## config.mk

```make
export PLATFORM = sky130hd
export DESIGN_NAME = pefs_top
export DESIGN_NICKNAME = d
export VERILOG_FILES = /design/src/hdl/pefs_pkg.sv /design/src/hdl/pefs_pin_sel.sv /design/src/hdl/pefs_top.sv
export SDC_FILE = /design/constraint.sdc
export NUM_CORES = 1
export LEC_CHECK = 0
export BUFFER_PORTS_ARGS = -buffer_cell sky130_fd_sc_hd__clkbuf_2
export CELL_PAD_IN_SITES_DETAIL_PLACEMENT = 0
export CELL_PAD_IN_SITES_GLOBAL_PLACEMENT = 1
export CORE_ASPECT_RATIO = 1.4
export CORE_MARGIN = 8
export CORE_UTILIZATION = 32
export CTS_CLUSTER_DIAMETER = 100
export DETAILED_ROUTE_END_ITERATION = 12
export PLACE_DENSITY = 0.85
export SLEW_MARGIN = 25
export SYNTH_ARGS = -nofsm -noshare
export SYNTH_HDL_FRONTEND = slang
export SYNTH_SLANG_ARGS = --single-unit
```

## constraint.sdc

```tcl
create_clock -name core_clk -period 3.3 [get_ports core_clk]
set_clock_uncertainty 0.15 [all_clocks]
set_input_delay 0.99 -clock core_clk [delete_from_list [all_inputs] [get_ports core_clk]]
set_output_delay 0.99 -clock core_clk [all_outputs]
set_load 0.03 [all_outputs]
```

## src/hdl/pefs_pkg.sv

```systemverilog
// constants, register map and carrier types for the pin function select
package pefs_pkg;

	// apb data path
	localparam int PEFS_ADDR_W = 12;
	localparam int PEFS_DATA_W = 32;
	localparam int PEFS_REG_W = 16;
	localparam int PEFS_STRB_W = 4;

	// register byte offsets
	localparam logic [11:0] PEFS_HIGH_OFS = 12'h000;
	localparam logic [11:0] PEFS_MIDDLE_OFS = 12'h004;

	// values after reset and writable bits
	localparam logic [15:0] PEFS_HIGH_RST = 16'h0000;
	localparam logic [15:0] PEFS_MIDDLE_RST = 16'h0000;
	localparam logic [15:0] PEFS_HIGH_WMASK = 16'h0FFF;
	localparam logic [15:0] PEFS_MIDDLE_WMASK = 16'hFFFF;
	localparam logic [31:0] PEFS_RDATA_RST = 32'h0000_0000;

	// pin numbering: pins 8..15 in the middle register, 16..21 in the high
	localparam int PEFS_PIN_LO = 8;
	localparam int PEFS_PIN_HI = 21;
	localparam int PEFS_PIN_N = 14;
	localparam int PEFS_HIGH_PIN_LO = 16;
	localparam int PEFS_MODE_W = 2;
	localparam int PEFS_TIMER_N = 8;

	// mode field codes
	localparam logic [1:0] PEFS_MODE_PORT = 2'h0;
	localparam logic [1:0] PEFS_MODE_ALT1 = 2'h1;
	localparam logic [1:0] PEFS_MODE_ALT2 = 2'h2;
	localparam logic [1:0] PEFS_MODE_ALT3 = 2'h3;

	// legal code sets: bit0 code 01, bit1 code 10, bit2 code 11
	localparam logic [2:0] PEFS_LEGAL_ALT1 = 3'h1;
	localparam logic [2:0] PEFS_LEGAL_ALT12 = 3'h3;
	localparam logic [2:0] PEFS_LEGAL_ALT13 = 3'h5;

	// level handed to an input that is not routed from its pin
	localparam logic PEFS_IN_IDLE = 1'b0;
	localparam logic PEFS_MANUAL_RESET_IN_IDLE = 1'b1;

	// one pin driver: level and output enable
	typedef struct packed {
		logic out;
		logic oe;
	} pefs_drive_t;

endpackage

```

## src/hdl/pefs_pin_sel.sv

```systemverilog
// one pin: picks the driver named by its mode field
module pefs_pin_sel
	import pefs_pkg::*;
(
	// selection
	input wire logic [1:0] mode,
	input wire logic [2:0] legal,
	// candidate drivers
	input wire pefs_drive_t port_drv,
	input wire pefs_drive_t [2:0] alt_drv,
	// result
	output pefs_drive_t pin_drv,
	output logic [3:0] sel
);

	// a prohibited code falls back to the port path
	always_comb begin
		sel = 4'h1;
		pin_drv = port_drv;
		unique case (mode)
			PEFS_MODE_PORT: begin
				sel = 4'h1;
			end
			PEFS_MODE_ALT1: begin
				if (legal[0]) begin
					sel = 4'h2;
					pin_drv = alt_drv[0];
				end
			end
			PEFS_MODE_ALT2: begin
				if (legal[1]) begin
					sel = 4'h4;
					pin_drv = alt_drv[1];
				end
			end
			PEFS_MODE_ALT3: begin
				if (legal[2]) begin
					sel = 4'h8;
					pin_drv = alt_drv[2];
				end
			end
		endcase
	end

endmodule

```

## src/hdl/pefs_top.sv

```systemverilog
// pin function select for pins 21..8: apb registers and pin multiplexer
// Operation
// - two 16-bit read/write registers hold the per-pin function fields.
// - high register bits 15:12 read zero; software writes only zero there.
// - 2-bit field per pin; pin 21 at high 11:10, pin 8 at middle 1:0.
// - pins 21..17: 00 port, 01 motor timer output; 10 and 11 prohibited.
// - pin 16: 00 port, 01 motor u phase a, 10 break trigger if offered.
// - pin 15: 00 port, 01 timer4 line d, 11 interrupt request output.
// - pin 13: 00 port, 01 timer4 line b, 10 manual reset input.
// - pin 10: 00 port, 01 timer3 line c, 10 serial2 transmit output.
// - pin 8: 00 port, 01 timer3 line a, 10 serial2 clock both ways.
// - pins 14, 12, 11, 9: 00 port, 01 timer line only.
// - in port mode the direction bit set drives the pin, clear reads it.
// - function and direction writes give the same result in either order.
//
// The implementer's own choices: the APB slave port and the register addresses.
module pefs_top
	import pefs_pkg::*;
#(
	parameter bit BREAK_TRIGGER_AVAIL = 1'b1
) (
	// clock and reset
	input wire logic core_clk,
	input wire logic srst,
	// apb slave
	input wire logic psel,
	input wire logic penable,
	input wire logic pwrite,
	input wire logic [11:0] paddr,
	input wire logic [31:0] pwdata,
	input wire logic [3:0] pstrb,
	output logic [31:0] prdata,
	output logic pready,
	output logic pslverr,
	// general port path, bit n is pin n
	input wire logic [21:8] port_dout,
	input wire logic [21:8] port_dir,
	output logic [21:8] port_din,
	// motor management timer outputs
	input wire logic motor_w_phase_b_out,
	input wire logic motor_v_phase_b_out,
	input wire logic motor_u_phase_b_out,
	input wire logic motor_w_phase_a_out,
	input wire logic motor_v_phase_a_out,
	input wire logic motor_u_phase_a_out,
	// multifunction timer lines, index 0 is timer3 line a, 7 timer4 line d
	input wire pefs_drive_t [7:0] timer_line_drv,
	output logic [7:0] timer_line_in,
	// serial, interrupt and break units
	input wire logic serial2_transmit,
	input wire pefs_drive_t serial2_clock,
	output logic serial2_clock_in,
	input wire logic interrupt_request_out,
	output logic manual_reset_in,
	input wire logic break_trigger_out,
	// pads
	input wire logic [21:8] pad_in,
	output logic [21:8] pad_out,
	output logic [21:8] pad_oe
);

	logic [15:0] high_pins_function_register_ff;
	logic [15:0] middle_pins_function_register_ff;
	logic [31:0] prdata_ff;
	logic [21:8] pad_out_ff;
	logic [21:8] pad_oe_ff;
	logic [21:8] port_din_ff;
	logic [7:0] timer_line_in_ff;
	logic serial2_clock_in_ff;
	logic manual_reset_in_ff;

	logic hit_high;
	logic hit_middle;
	logic mapped;
	logic setup_phase;
	logic access_phase;
	logic [31:0] nxt_prdata;
	logic [15:0] nxt_high;
	logic [15:0] nxt_middle;

	logic [1:0] pin_mode [21:8];
	logic [2:0] pin_legal [21:8];
	pefs_drive_t [2:0] alt_tbl [21:8];
	pefs_drive_t pin_drv [21:8];
	logic [3:0] pin_sel [21:8];

	// merges enabled byte lanes of a write under a writable-bit mask
	function automatic logic [15:0] lane_write(
		input logic [15:0] old,
		input logic [31:0] wdata,
		input logic [3:0] strb,
		input logic [15:0] wmask
	);
		logic [15:0] lanes;
		lanes = {{8{strb[1]}}, {8{strb[0]}}} & wmask;
		lane_write = (old & ~lanes) | (wdata[15:0] & lanes);
	endfunction

	// codes a pin accepts beside port mode
	function automatic logic [2:0] legal_codes(input int pin);
		logic [2:0] codes;
		codes = PEFS_LEGAL_ALT1;
		if (pin == 16) begin
			codes = BREAK_TRIGGER_AVAIL ? PEFS_LEGAL_ALT12
				: PEFS_LEGAL_ALT1;
		end
		if (pin == 15) begin
			codes = PEFS_LEGAL_ALT13;
		end
		if (pin == 13 || pin == 10 || pin == 8) begin
			codes = PEFS_LEGAL_ALT12;
		end
		legal_codes = codes;
	endfunction

	// apb decode, zero wait states
	assign setup_phase = psel && !penable;
	assign access_phase = psel && penable;
	assign hit_high = (paddr[11:2] == PEFS_HIGH_OFS[11:2]);
	assign hit_middle = (paddr[11:2] == PEFS_MIDDLE_OFS[11:2]);
	assign mapped = hit_high || hit_middle;
	assign pready = 1'b1;
	assign pslverr = access_phase && !mapped;
	assign prdata = prdata_ff;

	always_comb begin
		nxt_prdata = PEFS_RDATA_RST;
		if (hit_high) begin
			nxt_prdata[15:0] = high_pins_function_register_ff
				& PEFS_HIGH_WMASK;
		end else if (hit_middle) begin
			nxt_prdata[15:0] = middle_pins_function_register_ff;
		end
	end

	// read data is captured in the setup cycle
	always_ff @(posedge core_clk) begin
		if (srst) begin
			prdata_ff <= PEFS_RDATA_RST;
		end else if (setup_phase && !pwrite) begin
			prdata_ff <= nxt_prdata;
		end
	end

	always_comb begin
		nxt_high = lane_write(high_pins_function_register_ff, pwdata,
			pstrb, PEFS_HIGH_WMASK);
		nxt_middle = lane_write(middle_pins_function_register_ff,
			pwdata, pstrb, PEFS_MIDDLE_WMASK);
	end

	always_ff @(posedge core_clk) begin
		if (srst) begin
			high_pins_function_register_ff <= PEFS_HIGH_RST;
			middle_pins_function_register_ff <= PEFS_MIDDLE_RST;
		end else if (access_phase && pwrite) begin
			if (hit_high) begin
				high_pins_function_register_ff <= nxt_high;
			end
			if (hit_middle) begin
				middle_pins_function_register_ff <= nxt_middle;
			end
		end
	end

	// field extraction and candidate drivers per pin
	always_comb begin
		for (int p = PEFS_PIN_LO; p <= PEFS_PIN_HI; p++) begin
			if (p >= PEFS_HIGH_PIN_LO) begin
				pin_mode[p] = high_pins_function_register_ff[
					(p - PEFS_HIGH_PIN_LO) * 2 +: 2];
			end else begin
				pin_mode[p] = middle_pins_function_register_ff[
					(p - PEFS_PIN_LO) * 2 +: 2];
			end
			pin_legal[p] = legal_codes(p);
			alt_tbl[p] = '0;
		end
		alt_tbl[21][0] = '{out: motor_w_phase_b_out, oe: 1'b1};
		alt_tbl[20][0] = '{out: motor_v_phase_b_out, oe: 1'b1};
		alt_tbl[19][0] = '{out: motor_u_phase_b_out, oe: 1'b1};
		alt_tbl[18][0] = '{out: motor_w_phase_a_out, oe: 1'b1};
		alt_tbl[17][0] = '{out: motor_v_phase_a_out, oe: 1'b1};
		alt_tbl[16][0] = '{out: motor_u_phase_a_out, oe: 1'b1};
		alt_tbl[16][1] = '{out: break_trigger_out, oe: 1'b1};
		for (int t = 0; t < PEFS_TIMER_N; t++) begin
			alt_tbl[PEFS_PIN_LO + t][0] = timer_line_drv[t];
		end
		alt_tbl[15][2] = '{out: interrupt_request_out, oe: 1'b1};
		alt_tbl[13][1] = '{out: 1'b0, oe: 1'b0};
		alt_tbl[10][1] = '{out: serial2_transmit, oe: 1'b1};
		alt_tbl[8][1] = serial2_clock;
	end

	// the mux reads only current register state and input levels, so write order is moot
	for (genvar p = PEFS_PIN_LO; p <= PEFS_PIN_HI; p++) begin : g_pin
		pefs_pin_sel u_sel (
			.mode(pin_mode[p]),
			.legal(pin_legal[p]),
			.port_drv('{out: port_dout[p], oe: port_dir[p]}),
			.alt_drv(alt_tbl[p]),
			.pin_drv(pin_drv[p]),
			.sel(pin_sel[p])
		);
	end

	// pad drive
	always_ff @(posedge core_clk) begin
		if (srst) begin
			pad_out_ff <= '0;
			pad_oe_ff <= '0;
		end else begin
			for (int p = PEFS_PIN_LO; p <= PEFS_PIN_HI; p++) begin
				pad_out_ff[p] <= pin_drv[p].out;
				pad_oe_ff[p] <= pin_drv[p].oe;
			end
		end
	end

	// pad levels to the units that sample them
	always_ff @(posedge core_clk) begin
		if (srst) begin
			port_din_ff <= '0;
			timer_line_in_ff <= '0;
			serial2_clock_in_ff <= PEFS_IN_IDLE;
			manual_reset_in_ff <= PEFS_MANUAL_RESET_IN_IDLE;
		end else begin
			port_din_ff <= pad_in;
			for (int t = 0; t < PEFS_TIMER_N; t++) begin
				timer_line_in_ff[t] <= pin_sel[PEFS_PIN_LO + t][1]
					? pad_in[PEFS_PIN_LO + t] : PEFS_IN_IDLE;
			end
			serial2_clock_in_ff <= pin_sel[8][2] ? pad_in[8]
				: PEFS_IN_IDLE;
			manual_reset_in_ff <= pin_sel[13][2] ? pad_in[13]
				: PEFS_MANUAL_RESET_IN_IDLE;
		end
	end

	assign pad_out = pad_out_ff;
	assign pad_oe = pad_oe_ff;
	assign port_din = port_din_ff;
	assign timer_line_in = timer_line_in_ff;
	assign serial2_clock_in = serial2_clock_in_ff;
	assign manual_reset_in = manual_reset_in_ff;

	// checks
	reserved_reads_a: assert property (
		@(posedge core_clk) disable iff (srst)
		access_phase && !pwrite && hit_high |-> prdata[31:12] == 20'h00000
	) else $error("high register reserved bits read nonzero");

	write_read_a: assert property (
		@(posedge core_clk) disable iff (srst)
		access_phase && pwrite && hit_middle && pstrb[1:0] == 2'h3
		##1 setup_phase && !pwrite && hit_middle
		|=> prdata[15:0] == $past(pwdata[15:0], 2)
	) else $error("middle register readback differs from write");

	motor_route_a: assert property (
		@(posedge core_clk) disable iff (srst)
		high_pins_function_register_ff[11:10] == PEFS_MODE_ALT1
		|=> pad_oe[21] && pad_out[21] == $past(motor_w_phase_b_out)
	) else $error("pin 21 not driven by motor w phase b");

	break_route_a: assert property (
		@(posedge core_clk) disable iff (srst)
		high_pins_function_register_ff[1:0] == PEFS_MODE_ALT2
		|=> pad_oe[16] == (BREAK_TRIGGER_AVAIL ? 1'b1
			: $past(port_dir[16]))
			&& pad_out[16] == (BREAK_TRIGGER_AVAIL
			? $past(break_trigger_out) : $past(port_dout[16]))
	) else $error("pin 16 break trigger routing wrong");

	irq_route_a: assert property (
		@(posedge core_clk) disable iff (srst)
		middle_pins_function_register_ff[15:14] == PEFS_MODE_ALT3
		|=> pad_oe[15] && pad_out[15] == $past(interrupt_request_out)
	) else $error("pin 15 not driven by interrupt request");

	manual_reset_in_route_a: assert property (
		@(posedge core_clk) disable iff (srst)
		middle_pins_function_register_ff[11:10] == PEFS_MODE_ALT2
		|=> !pad_oe[13] && manual_reset_in == $past(pad_in[13])
	) else $error("pin 13 manual reset input not routed");

	txd_route_a: assert property (
		@(posedge core_clk) disable iff (srst)
		middle_pins_function_register_ff[5:4] == PEFS_MODE_ALT2
		|=> pad_oe[10] && pad_out[10] == $past(serial2_transmit)
	) else $error("pin 10 not driven by serial2 transmit");

	sck_route_a: assert property (
		@(posedge core_clk) disable iff (srst)
		middle_pins_function_register_ff[1:0] == PEFS_MODE_ALT2
		|=> pad_oe[8] == $past(serial2_clock.oe)
			&& serial2_clock_in == $past(pad_in[8])
	) else $error("pin 8 serial2 clock routing wrong");

	prohibited_fallback_a: assert property (
		@(posedge core_clk) disable iff (srst)
		middle_pins_function_register_ff[3:2] == PEFS_MODE_ALT2
		|=> pad_oe[9] == $past(port_dir[9]) && timer_line_in[1] == 1'b0
	) else $error("pin 9 prohibited code not treated as port");

	reset_clear_a: assert property (
		@(posedge core_clk)
		srst |=> high_pins_function_register_ff == PEFS_HIGH_RST
			&& middle_pins_function_register_ff == PEFS_MIDDLE_RST
			&& pad_oe == '0
	) else $error("fields not cleared by reset");

	port_dir_a: assert property (
		@(posedge core_clk) disable iff (srst)
		middle_pins_function_register_ff[9:8] == PEFS_MODE_PORT
		|=> pad_oe[12] == $past(port_dir[12])
			&& pad_out[12] == $past(port_dout[12])
	) else $error("pin 12 port mode does not follow direction");

	order_free_a: assert property (
		@(posedge core_clk) disable iff (srst)
		!$past(srst) && $stable(high_pins_function_register_ff)
		&& $stable(port_dir)
		&& $stable(port_dout) && $stable(motor_u_phase_a_out)
		&& $stable(break_trigger_out) |=> $stable(pad_oe[16])
	) else $error("pin 16 changed with no change of its inputs");

	write_high_c: cover property (
		@(posedge core_clk) disable iff (srst)
		access_phase && pwrite && hit_high
	);

	irq_pin_c: cover property (
		@(posedge core_clk) disable iff (srst)
		pin_sel[15][3]
	);

	unmapped_c: cover property (
		@(posedge core_clk) disable iff (srst)
		pslverr
	);

	b2b_read_c: cover property (
		@(posedge core_clk) disable iff (srst)
		access_phase && pwrite ##1 setup_phase && !pwrite
	);

	low_lane_c: cover property (
		@(posedge core_clk) disable iff (srst)
		access_phase && pwrite && pstrb[1:0] == 2'h1
	);

endmodule

```

# Word-level counts from Yosys, hierarchy flattened
# Cells that the tools add are included.
# classes
addsub,0
mul,0
div_mod_pow,0
n_lt_le_gt_ge,0
eq_ne,32
shift,0
mux,24
bitwise,18
reduce_logical,38
# ops
op,count
$and A16 B16 Y16,3
$pmux W2 S2,9
$eq A2 B2 Y1 const B,17
$mux W16,2
$or A16 B16 Y16,2
$eq A2 B1 Y1 const B,14
$reduce_or A2 Y1,14
$mux W2,9
$pmux W3 S3,2
$and A16 B12 Y16,1
$logic_not A2 Y1,8
$not A12 Y16,1
$not A16 Y16,1
$pmux W2 S3,2
$reduce_or A3 Y1,4
$eq A10 B1 Y1 const B,1
$logic_not A10 Y1,1
$not A1 Y1,10
$logic_and A1 B1 Y1,5
$reduce_and A2 Y1,2
$logic_not A1 Y1,3
$logic_or A1 B1 Y1,1
# totals
ff_bits,100
latchBits,0
mem_bits_rw,0
mem_bits_ro,0
in_bits,122
output_inout_bits,86
word_cells,128
mem_count,0

# Depth between registers and ports, before layout
# Gate-level depths: netlist (run 1).
# depth
word_depth,5
mapped_depth,6

# By module
# From an unflattened synthesis (run 1), not the netlist that was laid out.
# hier_totals
hier_cells,574
hier_area_um2,5351.4
# by_module_without_submodules
mod,n_inst,cells_each,area_per_inst_um2,seq_area_each_um2
pefs_top,1,303,3276.9,1921.8
pefs_pin_sel (g_pin[10].u_sel ...),8,21,157.7,0.0
pefs_pin_sel (g_pin[19].u_sel ...),5,17,135.1,0.0
pefs_pin_sel (g_pin[18].u_sel),1,18,137.6,0.0

# Worst setup path after synthesis (run 1)
# No wires, ideal clock.
# synth_timing
kind,input to output
start,input paddr[9]
end,output pslverr
arrival_ns,2.095
required_ns,2.160
slack_ns,0.065
stages,3
path_cell_list,or4_4 > buf_6 > o311a_1
# synth_via
elab_chain_len,4
elab_cells_between_ends,5
cone_classes,eq/ne: 1; reduce/logical: 4
# synth_lines
item,line,source
start: declaration,pefs_top.sv:29,"input wire logic [11:0] paddr,"
$eq A10 B1 Y1 / $logic_not A10 Y1 (equally long branches),"pefs_top.sv:120, pefs_top.sv:119",
$logic_or A1 B1 Y1 *,pefs_top.sv:121,assign mapped = hit_high || hit_middle;
$logic_not A1 Y1 *,pefs_top.sv:123,assign pslverr = access_phase && !mapped;
$logic_and A1 B1 Y1 *,pefs_top.sv:123,
end: declaration,pefs_top.sv:34,"output logic pslverr,"
# Mark *: on every way between the ends. The rest lies on a longest branch, timed or not.

# Worst setup path in the final report (run 1)
# Same ends and word-level chain as after synthesis.

==> key figures, run 1 <==
Outcome
  • Outcome: complete, no violations

Power and ir drop
  • P_leak: 2.314 nW
  • Pwr Total: 2.547 mW
  • Peak VDD IR: ~0.30 mV
  • Pwr/cell area: 505.8 mW/mm^2

Clock network
  • CTS Buf Count: 9
  • Clock Sinks: 96
  • Clock-pin slew on the worst setup and hold paths: 0.07 ns
  • Clock root buffer: clkbuf_16
  • H-Tree Depth: 3
  • Clock Latency Late Sink: 0.33 ns
  • Max Buffers Root-to-Sink: 2
  • Total setup buffers inserted after CTS: 0
  • CTS tree: yes
  • Hold_buf cts: 0
  • Post-CTS resize count: 0

GRT
  • Vias in the first global route: roughly 3.3k
  • Grt total ovfl: 0
  • Overall fraction of global-route tracks in use: 13.45%
  • Initial antenna violation count: 0
  • First-pass GRT wire length: 16390 um
  • Pin count of the biggest net entering global routing: 96

Synthesis
  • Post-synth top cells: dfxtp_1, nor2_1, mux2i_1, nand2b_1, nor2b_1
  • Mapped Avg Cell Area: 9.750 um^2
  • Ys async rst share: 0%
  • Post-synthesis cell count: 385
  • Synth top area cells: dfxtp_1, mux2i_1, nor2_1
  • Top-count cell post-synth: dfxtp_1
  • Number of synthesized flops with an enable pin: 0
  • Most common flop cell mapped by yosys: dfxtp_1
  • Cell taking the most area after synthesis: dfxtp_1
  • Sequential area share after synthesis: between 50% and 60%
  • Synth warnings: 0
  • Unique masters post-synth: 29
  • Post-synthesis register bit count: 96
  • Cell area after synthesis: 0.003754 mm^2
  • Yosys top cell area share: about half

Setup path
  • Worst r2r path cells: 6
  • Critical path endpoint category: output port
  • WP data required: 2.16 ns
  • Worst-path fanout max: 2
  • R2R Setup Slk: 1.96 ns
  • Crit path kind: in -> out
  • Worst EP arrival: approximately 2.1 ns
  • Critical path launch point type: input port

Cells and area
  • Share of cells above drive strength 1: 35.96%
  • Cell area after layout: 0.005035 mm^2
  • Syn-to-layout area delta: 34.13%
  • Fillers: 1213
  • Fin nets: 684
  • Number of antenna diodes: 0

Detailed routing
  • Starting DRT DRC Count: 70
  • Avg WL per Cell: 14.76 um
  • Vias per Instance: 4.544
  • Detailed-route DRC error count: 0
  • DRT Pass-1 Iters: 4
  • Detailed Route WL: 10420 um
  • Vias: approximately 3.2k
  • Antenna-violating nets left: 0

Run
  • Maxcap violations: 0

Floorplan
  • Row count: 47
  • I/O pins: 208
  • Width of the die: 107.5 um
  • Die Area: 0.01550 mm^2
  • Starting Density: 32.24%
  • Core ar.: ~0.012 mm^2
  • Die height: between 100 and 150 um

Timing
  • Final worst path period need: 3.248 ns
  • Final hold viol count: 0
  • Slew HR: a little over half
  • RSZ-0062 raised after global routing: false
  • Final Max Tran Viols: 0
  • Final WS setup: 0.05231 ns
  • Fmax: roughly 300 MHz
  • Final period utilization: between 90% and 100%
  • Slew @ Worst Pin: 0.7143 ns
  • Total negative slack: 0 ns
  • Endpoints failing setup: 0
  • Hold Slack: ~0.31 ns

Placement
  • Placer Congestion: about 0.8
  • Pre-CTS setup slack: 0.04945 ns
  • Area of placed instances: roughly 0.0047 mm^2
  • IO Port Bufs: 170
  • Final HPWL DP: between 8000 and 9000 um

Min path
  • HP Class: reg -> reg
  • Hold Crit Depth: 2
-- worst paths after layout --
path / from / to
setup / recovery: paddr[9] / pslverr
hold / removal: prdata[13] / prdata[13]
setup reg to reg: register / pad_out[8]
hold reg to reg: prdata[13] / prdata[13]
-- cell families (layout without fill, tap and decap cells) --
| kind of cell | Yosys count | count (layout) | share of synthesized area [%] |
|---|---|---|---|
| and+or+nand+nor | 161 | 161 | 22.30 |
| DFF | 96 | 96 | 51.20 |
| buffers and inverters | 44 | 203 | 6.433 |
| muxes | 42 | 42 | 11.20 |
| AOI/OAI and AO/OA | 32 | 32 | 6.000 |
| adders and majority gates | 8 | 8 | 2.667 |
| other | 2 | 17 | 0.2001 |
-- final cells by class --
cell class / instances / area [um^2] / area share, %
Sequential cell: 96 / 1922 / 38.17
Multi-Input combinational cell: 260 / 1657 / 32.90
Timing Repair Buffer: 178 / 923.4 / 18.34
Clock buffer: 10 / 239.0 / 4.747
Tap cell: 147 / 183.9 / 3.653
Clock inverter: 6 / 76.32 / 1.516
Inverter: 9 / 33.78 / 0.6710
-- layout by cell type (no fill, tap or decap) --
master     synthesis  layout
nor3_1            13      12
or4_4              1       1
buf_12             0       1
and2_1             9       9
nand4_1            2       2
a21oi_1           13      13
buf_4             17       7
nor2b_1           23      23
nor2_1            68      68
inv_8              0       1
a221oi_1          12      12
o311a_1            1       1
a211oi_1           2       2
and3b_1            1       1
nand2_1            9       9
nand3_1            4       4
or4_1              1       1
inv_6              0       1
a22oi_1            4       4
ha_1               8       8
nand2b_1          25      25
clkinv_4           0       3
mux2i_1           42      42
clkbuf_2           0     169
dfxtp_1           96      96
inv_1              9       9
nor4_4             2       2
clkbuf_8           0       1
nor3b_2            0       1
or2_2              1       1
conb_1             2      17
nor3_2             1       2
clkbuf_16          0       9
bufinv_16          0       1
buf_2              4       1
-- routing by layer --
| layer | share of wire, % | vias to the layer above | track usage [%] |
|---|---|---|---|
| met5 | 0 | - | 0 |
| met2 | 52 | 113 | 23.86 |
| li1 | - | 1583 | - |
| met3 | 6.6 | 11 | 4.059 |
| met4 | 1.7 | 0 | 5.279 |
| met1 | 39 | 1501 | 14.49 |
-- power by group --
group          switching [mW]  internal (mW)  total (mW)
Sequential             0.0104           1.19        1.20
Combinational           0.177         0.0973       0.275
Clock                   0.449          0.620        1.07
-- critical path, cell delays in order --
cell and delay (ns):
clkbuf_2 0.08, or4_4 0.52, o311a_1 0.33, clkbuf_2 0.18
-- per-stage QoR --
step                instances  utilization, %
CTS                       706           43.24
global route              706           43.24
floorplan                 400               -
detailed placement        690           40.53
global placement          690           40.53
finish                    706           43.24
(Power assumes the default switching activity.)
==> inputs of run 2 (changes only) <==
Settings changed: SETUP_SLACK_MARGIN set to 0.5.
==> run 2 against run 1 <==
Net effect:
- sequential share of layout area down 0.085 points
- worst setup slack worse by 0.0013 ns
- worst hold slack better by 0.0028 ns
- core utilization is 0.097 points higher
- non-clock buffer count is 1 lower
- routed wire length up 3.9%
- register-to-register slack got worse by 0.08 ns
- die area unchanged
- highest routed layer unchanged
- largest power group unchanged
- power fell by 0.19%
==> key figures, run 2 (same netlist as run 1, synthesis figures left out) <==
Floorplan
  • Starting Density: 32.24%
  • Core ar.: 0.01164 mm^2
  • Die Area: 0.01550 mm^2
  • Row count: 47
  • Die height: 144.2 um
  • Width of the die: ~110 um
  • I/O pins: 208

Setup path
  • Crit path kind: in -> out
  • Critical path endpoint category: output port
  • WP data required: 2.16 ns
  • Crit path from: paddr[10]
  • Critical path launch point type: input port
  • Worst EP arrival: 2.11 ns
  • Worst-path fanout max: 2

Timing
  • Total negative slack: 0 ns
  • Final Max Tran Viols: 0
  • Final period utilization: just under 100%
  • Final hold viol count: 0
  • Slew @ Worst Pin: around 0.7 ns
  • Fmax: 307.8 MHz
  • RSZ-0062 raised after global routing: true
  • Endpoints failing setup: 0
  • Final worst path period need: 3.249 ns
  • Slew HR: 53.88%

Placement
  • Placer Congestion: 0.8229
  • Final HPWL DP: ~8400 um
  • IO Port Bufs: 170

GRT
  • Grt total ovfl: 0
  • Vias in the first global route: between 3k and 4k
  • Pin count of the biggest net entering global routing: 96
  • Initial antenna violation count: 0
  • Overall fraction of global-route tracks in use: 13.76%
  • First-pass GRT wire length: between 15000 and 20000 um

Power and ir drop
  • Seq pwr share: 47.3%
  • Switch Pwr: 0.6198 mW
  • Peak VDD IR: 0.2445 mV
  • Pwr/cell area: 503.7 mW/mm^2
  • P_leak: 2.318 nW
  • Comb pwr share: 11.0%
  • Internal power: approximately 1.9 mW
  • Sw frac: 24.38%
  • Clock power share: 41.7%

Clock network
  • Max Buffers Root-to-Sink: 2
  • Clock-pin slew on the worst setup and hold paths: 0.06 ns
  • CTS Buf Count: 9
  • Total setup buffers inserted after CTS: 0
  • Clock Latency Late Sink: 0.33 ns
  • Clock Sinks: 96
  • CTS tree: yes
  • Clock root buffer: clkbuf_16
  • H-Tree Depth: 3

Detailed routing
  • Avg WL per Cell: 15.35 um
  • Detailed-route DRC error count: 0
  • Vias per Instance: 4.495
  • Detailed Route WL: approximately 11000 um
  • Vias: roughly 3.2k
  • Antenna-violating nets left: 0
  • DRT Pass-1 Iters: 4
  • Starting DRT DRC Count: 73

Cells and area
  • Number of antenna diodes: 0
  • Share of cells above drive strength 1: 36.02%
  • Fin nets: between 600 and 700
  • Syn-to-layout area delta: 34.43%
  • Post-layout util: 43.34%
  • Leading cell type in the layout, fill and taps excluded: clkbuf_2
  • Most frequent cells in the layout: clkbuf_2, dfxtp_1, nor2_1

Min path
  • HP Class: reg -> reg
  • Worst hold path startpoint: prdata[14]

Run
  • Maxcap violations: 0

Outcome
  • Outcome: complete, no violations
run 2: cell type report:
cell class | instances | area, um^2
clock inverters | 4 | 52.55
well taps | 147 | 183.9
repair buffers | 177 | 925.9
clock buffers | 12 | 256.5
inverters | 9 | 33.78
fillers | 1170 | 6598
multi-input cells | 260 | 1672
flip-flops and latches | 96 | 1922
run 2: per-layer routing:
layer / part of all wire (%) / track usage (%)
met1: 38 / 14.29
met2: 54 / 25.25
met3: 5.6 / 3.613
met4: 1.9 / 5.865
met5: 0 / 0
run 2: what timing repair did:
item	4_1_cts	5_1_grt
endpoints found under the setup margin	1	1
hold buffers	0	0
pin swaps	2	2
gates resized for setup	3	1
run 2: final timing paths:
kind / endpoint / slack [ns] / depth (start not counted)
worst min register to register: prdata[14] / 0.31 / 2
worst min-delay path: prdata[14] / 0.31 / 2
worst max-delay path: pslverr / 0.05 / 4
worst max register to register: pad_out[10] / 1.88 / 6
run 2: worst max-delay path: stages:
cell	delay, ns
clkbuf_2	0.08
or4_4	0.53
o311a_4	0.37
buf_8	0.14
run 2: stage by stage:
step	setup WS [ns]	instances	hold slack [ns]	instance area, um^2	power [mW]
2_1_floorplan	0.1111	400	0.3013	3821	1.408
3_3_place_gp	0.02855	689	0.2909	4723	1.503
3_5_place_dp	0.01749	689	0.3009	4723	1.508
4_1_cts	0.03640	705	0.3107	5045	2.584
5_1_grt	0.03268	705	0.3403	5046	2.646
6_report	0.05105	705	0.3124	5046	2.542
run 2: power groups by stage:
stage	Sequential, mW	Clock [mW]	Combinational (mW)
floorplan	1.30	0	0.109
global route	1.21	1.14	0.300
finish	1.20	1.06	0.278
detailed placement	1.23	0	0.279
global placement	1.23	0	0.275
CTS	1.20	1.10	0.281
==> inputs of run 3 (changes only) <==
Settings changed: BUFFER_PORTS_ARGS -buffer_cell sky130_fd_sc_hd__clkbuf_2 to -buffer_cell sky130_fd_sc_hd__buf_4, CORE_UTILIZATION 32 to 33, CTS_BUF_LIST set to sky130_fd_sc_hd__clkbuf_8, PLACE_DENSITY 0.85 to 0.88, REMOVE_ABC_BUFFERS set to 1.
==> run 3 against run 2 <==
Net effect:
- count of clock-buffer cells in the layout fell by 3
- critical path type unchanged
- critical path depth is the same
- cell count unchanged
==> key figures, run 3 (same netlist as run 1, synthesis figures left out) <==
Outcome
  • Outcome: complete, no violations

Setup path
  • R2R Setup Slk: 1.97 ns
  • Worst r2r path cells: 6
  • Worst path top cell family by delay: simple AND/OR/NAND/NOR gates
  • WP data required: roughly 2.2 ns
  • Worst EP arrival: about 2.1 ns
  • Critical path launch point type: input port
  • Slowest Stage Delay on Critical Path: 0.52 ns
  • Critical path endpoint category: output port
  • CP cell instances: buf_6 > or4_4 > o311a_1 > buf_6
  • Slowest cell on the critical path: or4_4
  • Worst-path fanout max: 2
  • CP bufs+invs: 2
  • Critical Path Most Common Cell: buf_6
  • Crit path kind: in -> out
  • Reg2reg end: pad_out[10]

Clock network
  • CTS tree: yes
  • Clock-pin slew on the worst setup and hold paths: 0.09 ns
  • Total setup buffers inserted after CTS: 0
  • CTS Buf Count: 9
  • Hold_buf cts: 0
  • H-Tree Depth: 3
  • Clock Sinks: 96
  • Clock root buffer: clkbuf_8
  • Max Buffers Root-to-Sink: 2
  • Clock Latency Late Sink: ~0.36 ns

Timing
  • Slew @ Worst Pin: 0.7687 ns
  • RSZ-0062 raised after global routing: true
  • Final Max Tran Viols: 0
  • Final worst path period need: approximately 3.3 ns
  • Slew HR: 48.76%
  • Final hold viol count: 0
  • Total negative slack: 0 ns
  • Hold Slack: 0.3179 ns
  • Final period utilization: 98.88%
  • Endpoints failing setup: 0
  • Fmax: 306.5 MHz
  • Final WS setup: around 0.037 ns

Power and ir drop
  • P_leak: about 2.4 nW
  • Peak VDD IR: 0.2048 mV
  • Pwr/cell area: ~440 mW/mm^2

Cells and area
  • Final cell count without fillers: 705
  • Number of antenna diodes: 0
  • Fillers: 1079
  • Most frequent cells in the layout: buf_4, dfxtp_1, nor2_1
  • Syn-to-layout area delta: 43.73%
  • Cell area after layout: about 0.0054 mm^2
  • Fin nets: 686
  • Share of cells above drive strength 1: 36.19%
  • Leading cell type in the layout, fill and taps excluded: buf_4

Min path
  • Hold Crit Depth: 2
  • HP Class: reg -> reg
  • Worst hold path startpoint: prdata[15]
  • Hold EP: prdata[15]

Detailed routing
  • Detailed Route WL: 10510 um
  • Avg WL per Cell: about 15 um
  • Vias: 3186
  • Detailed-route DRC error count: 0
  • DRT Pass-1 Iters: 4
  • Vias per Instance: 4.519
  • Starting DRT DRC Count: between 150 and 200
  • Antenna-violating nets left: 0

GRT
  • Initial antenna violation count: 0
  • Overall fraction of global-route tracks in use: 13.65%
  • Grt total ovfl: 0
  • Pin count of the biggest net entering global routing: 40
  • First-pass GRT wire length: about 16000 um
  • Vias in the first global route: 3296

Floorplan
  • Row count: 46
  • Starting Density: 33.44%
  • Die Area: roughly 0.015 mm^2
  • Core ar.: around 0.011 mm^2
  • Width of the die: 106.1 um
  • Die height: between 100 and 150 um
  • I/O pins: 208

Placement
  • Placer Congestion: 0.7811
  • IO Port Bufs: 170
  • Final HPWL DP: 8336 um
  • Placed cells: 689
  • Pre-CTS setup slack: 0.003346 ns
  • Area of placed instances: 0.005156 mm^2

Run
  • Maxcap violations: 0
run 3: cell count changes in the layout (fill, tap and decap cells not counted), moves of 2 or more:
cell / before / now
buf_4: 6 / 175
clkbuf_2: 168 / 0
clkbuf_16: 9 / 0
clkbuf_8: 2 / 9
buf_6: 0 / 4
clkinvlp_4: 0 / 2
run 3: layout make-up:
type	count	area, um^2	share of cell area, %
Sequential cell	96	1922	35.62
Inverter	9	33.78	0.6262
Multi-Input combinational cell	260	1660	30.77
Clock buffer	9	123.9	2.296
Clock inverter	7	96.34	1.786
Timing Repair Buffer	180	1379	25.56
Tap cell	144	180.2	3.340
run 3: worst max path at each step:
stage,from,to,slack (ns),depth (start not counted)
after floorplan,paddr[5],pslverr,0.01,2
after global placement,paddr[9],pslverr,0.01,4
after detailed placement,paddr[9],pslverr,0.003,4
after CTS,paddr[6],pslverr,0.03,4
after global routing,paddr[10],pslverr,0.03,4
final,paddr[10],pslverr,0.04,4
run 3: per-layer routing:
metal / up-vias / wire, um / part of all wire, % / GRT usage (%)
li1: 1590 / - / - / -
met5: - / 0 / 0 / 0
met4: 0 / 225 / 2.1 / 6.468
met1: 1439 / 4028 / 38 / 14.71
met2: 138 / 5231 / 50 / 22.92
met3: 19 / 1026 / 9.8 / 5.304
run 3: metrics by stage:
stage / utilization (%) / power (mW)
floorplan: - / 1.377
global placement: 45.94 / 1.557
detailed placement: 45.94 / 1.562
CTS: 48.00 / 2.416
global route: 48.07 / 2.485
finish: 48.07 / 2.376
run 3: worst reg2reg max path: stages, from the launching register on:
cell	delay [ns]
dfxtp_1	0.40
inv_1	0.06
ha_1	0.21
a22oi_1	0.17
nor2_1	0.06
a21oi_1	0.11
nor2_1	0.05
run 3: what timing repair did:
| item | in CTS | in global routing |
|---|---|---|
| setup endpoints to repair | 1 | 1 |
| pin swaps | 2 | 2 |
| resized for setup | 3 | 2 |
| cloned | 0 | 0 |
run 3: power by group:
group / leakage [nW] / total [mW] / switching, mW / internal [mW]
Clock: 0.107 / 0.843 / 0.415 / 0.428
Sequential: 0.786 / 1.20 / 0.0101 / 1.19
Combinational: 1.51 / 0.332 / 0.180 / 0.152
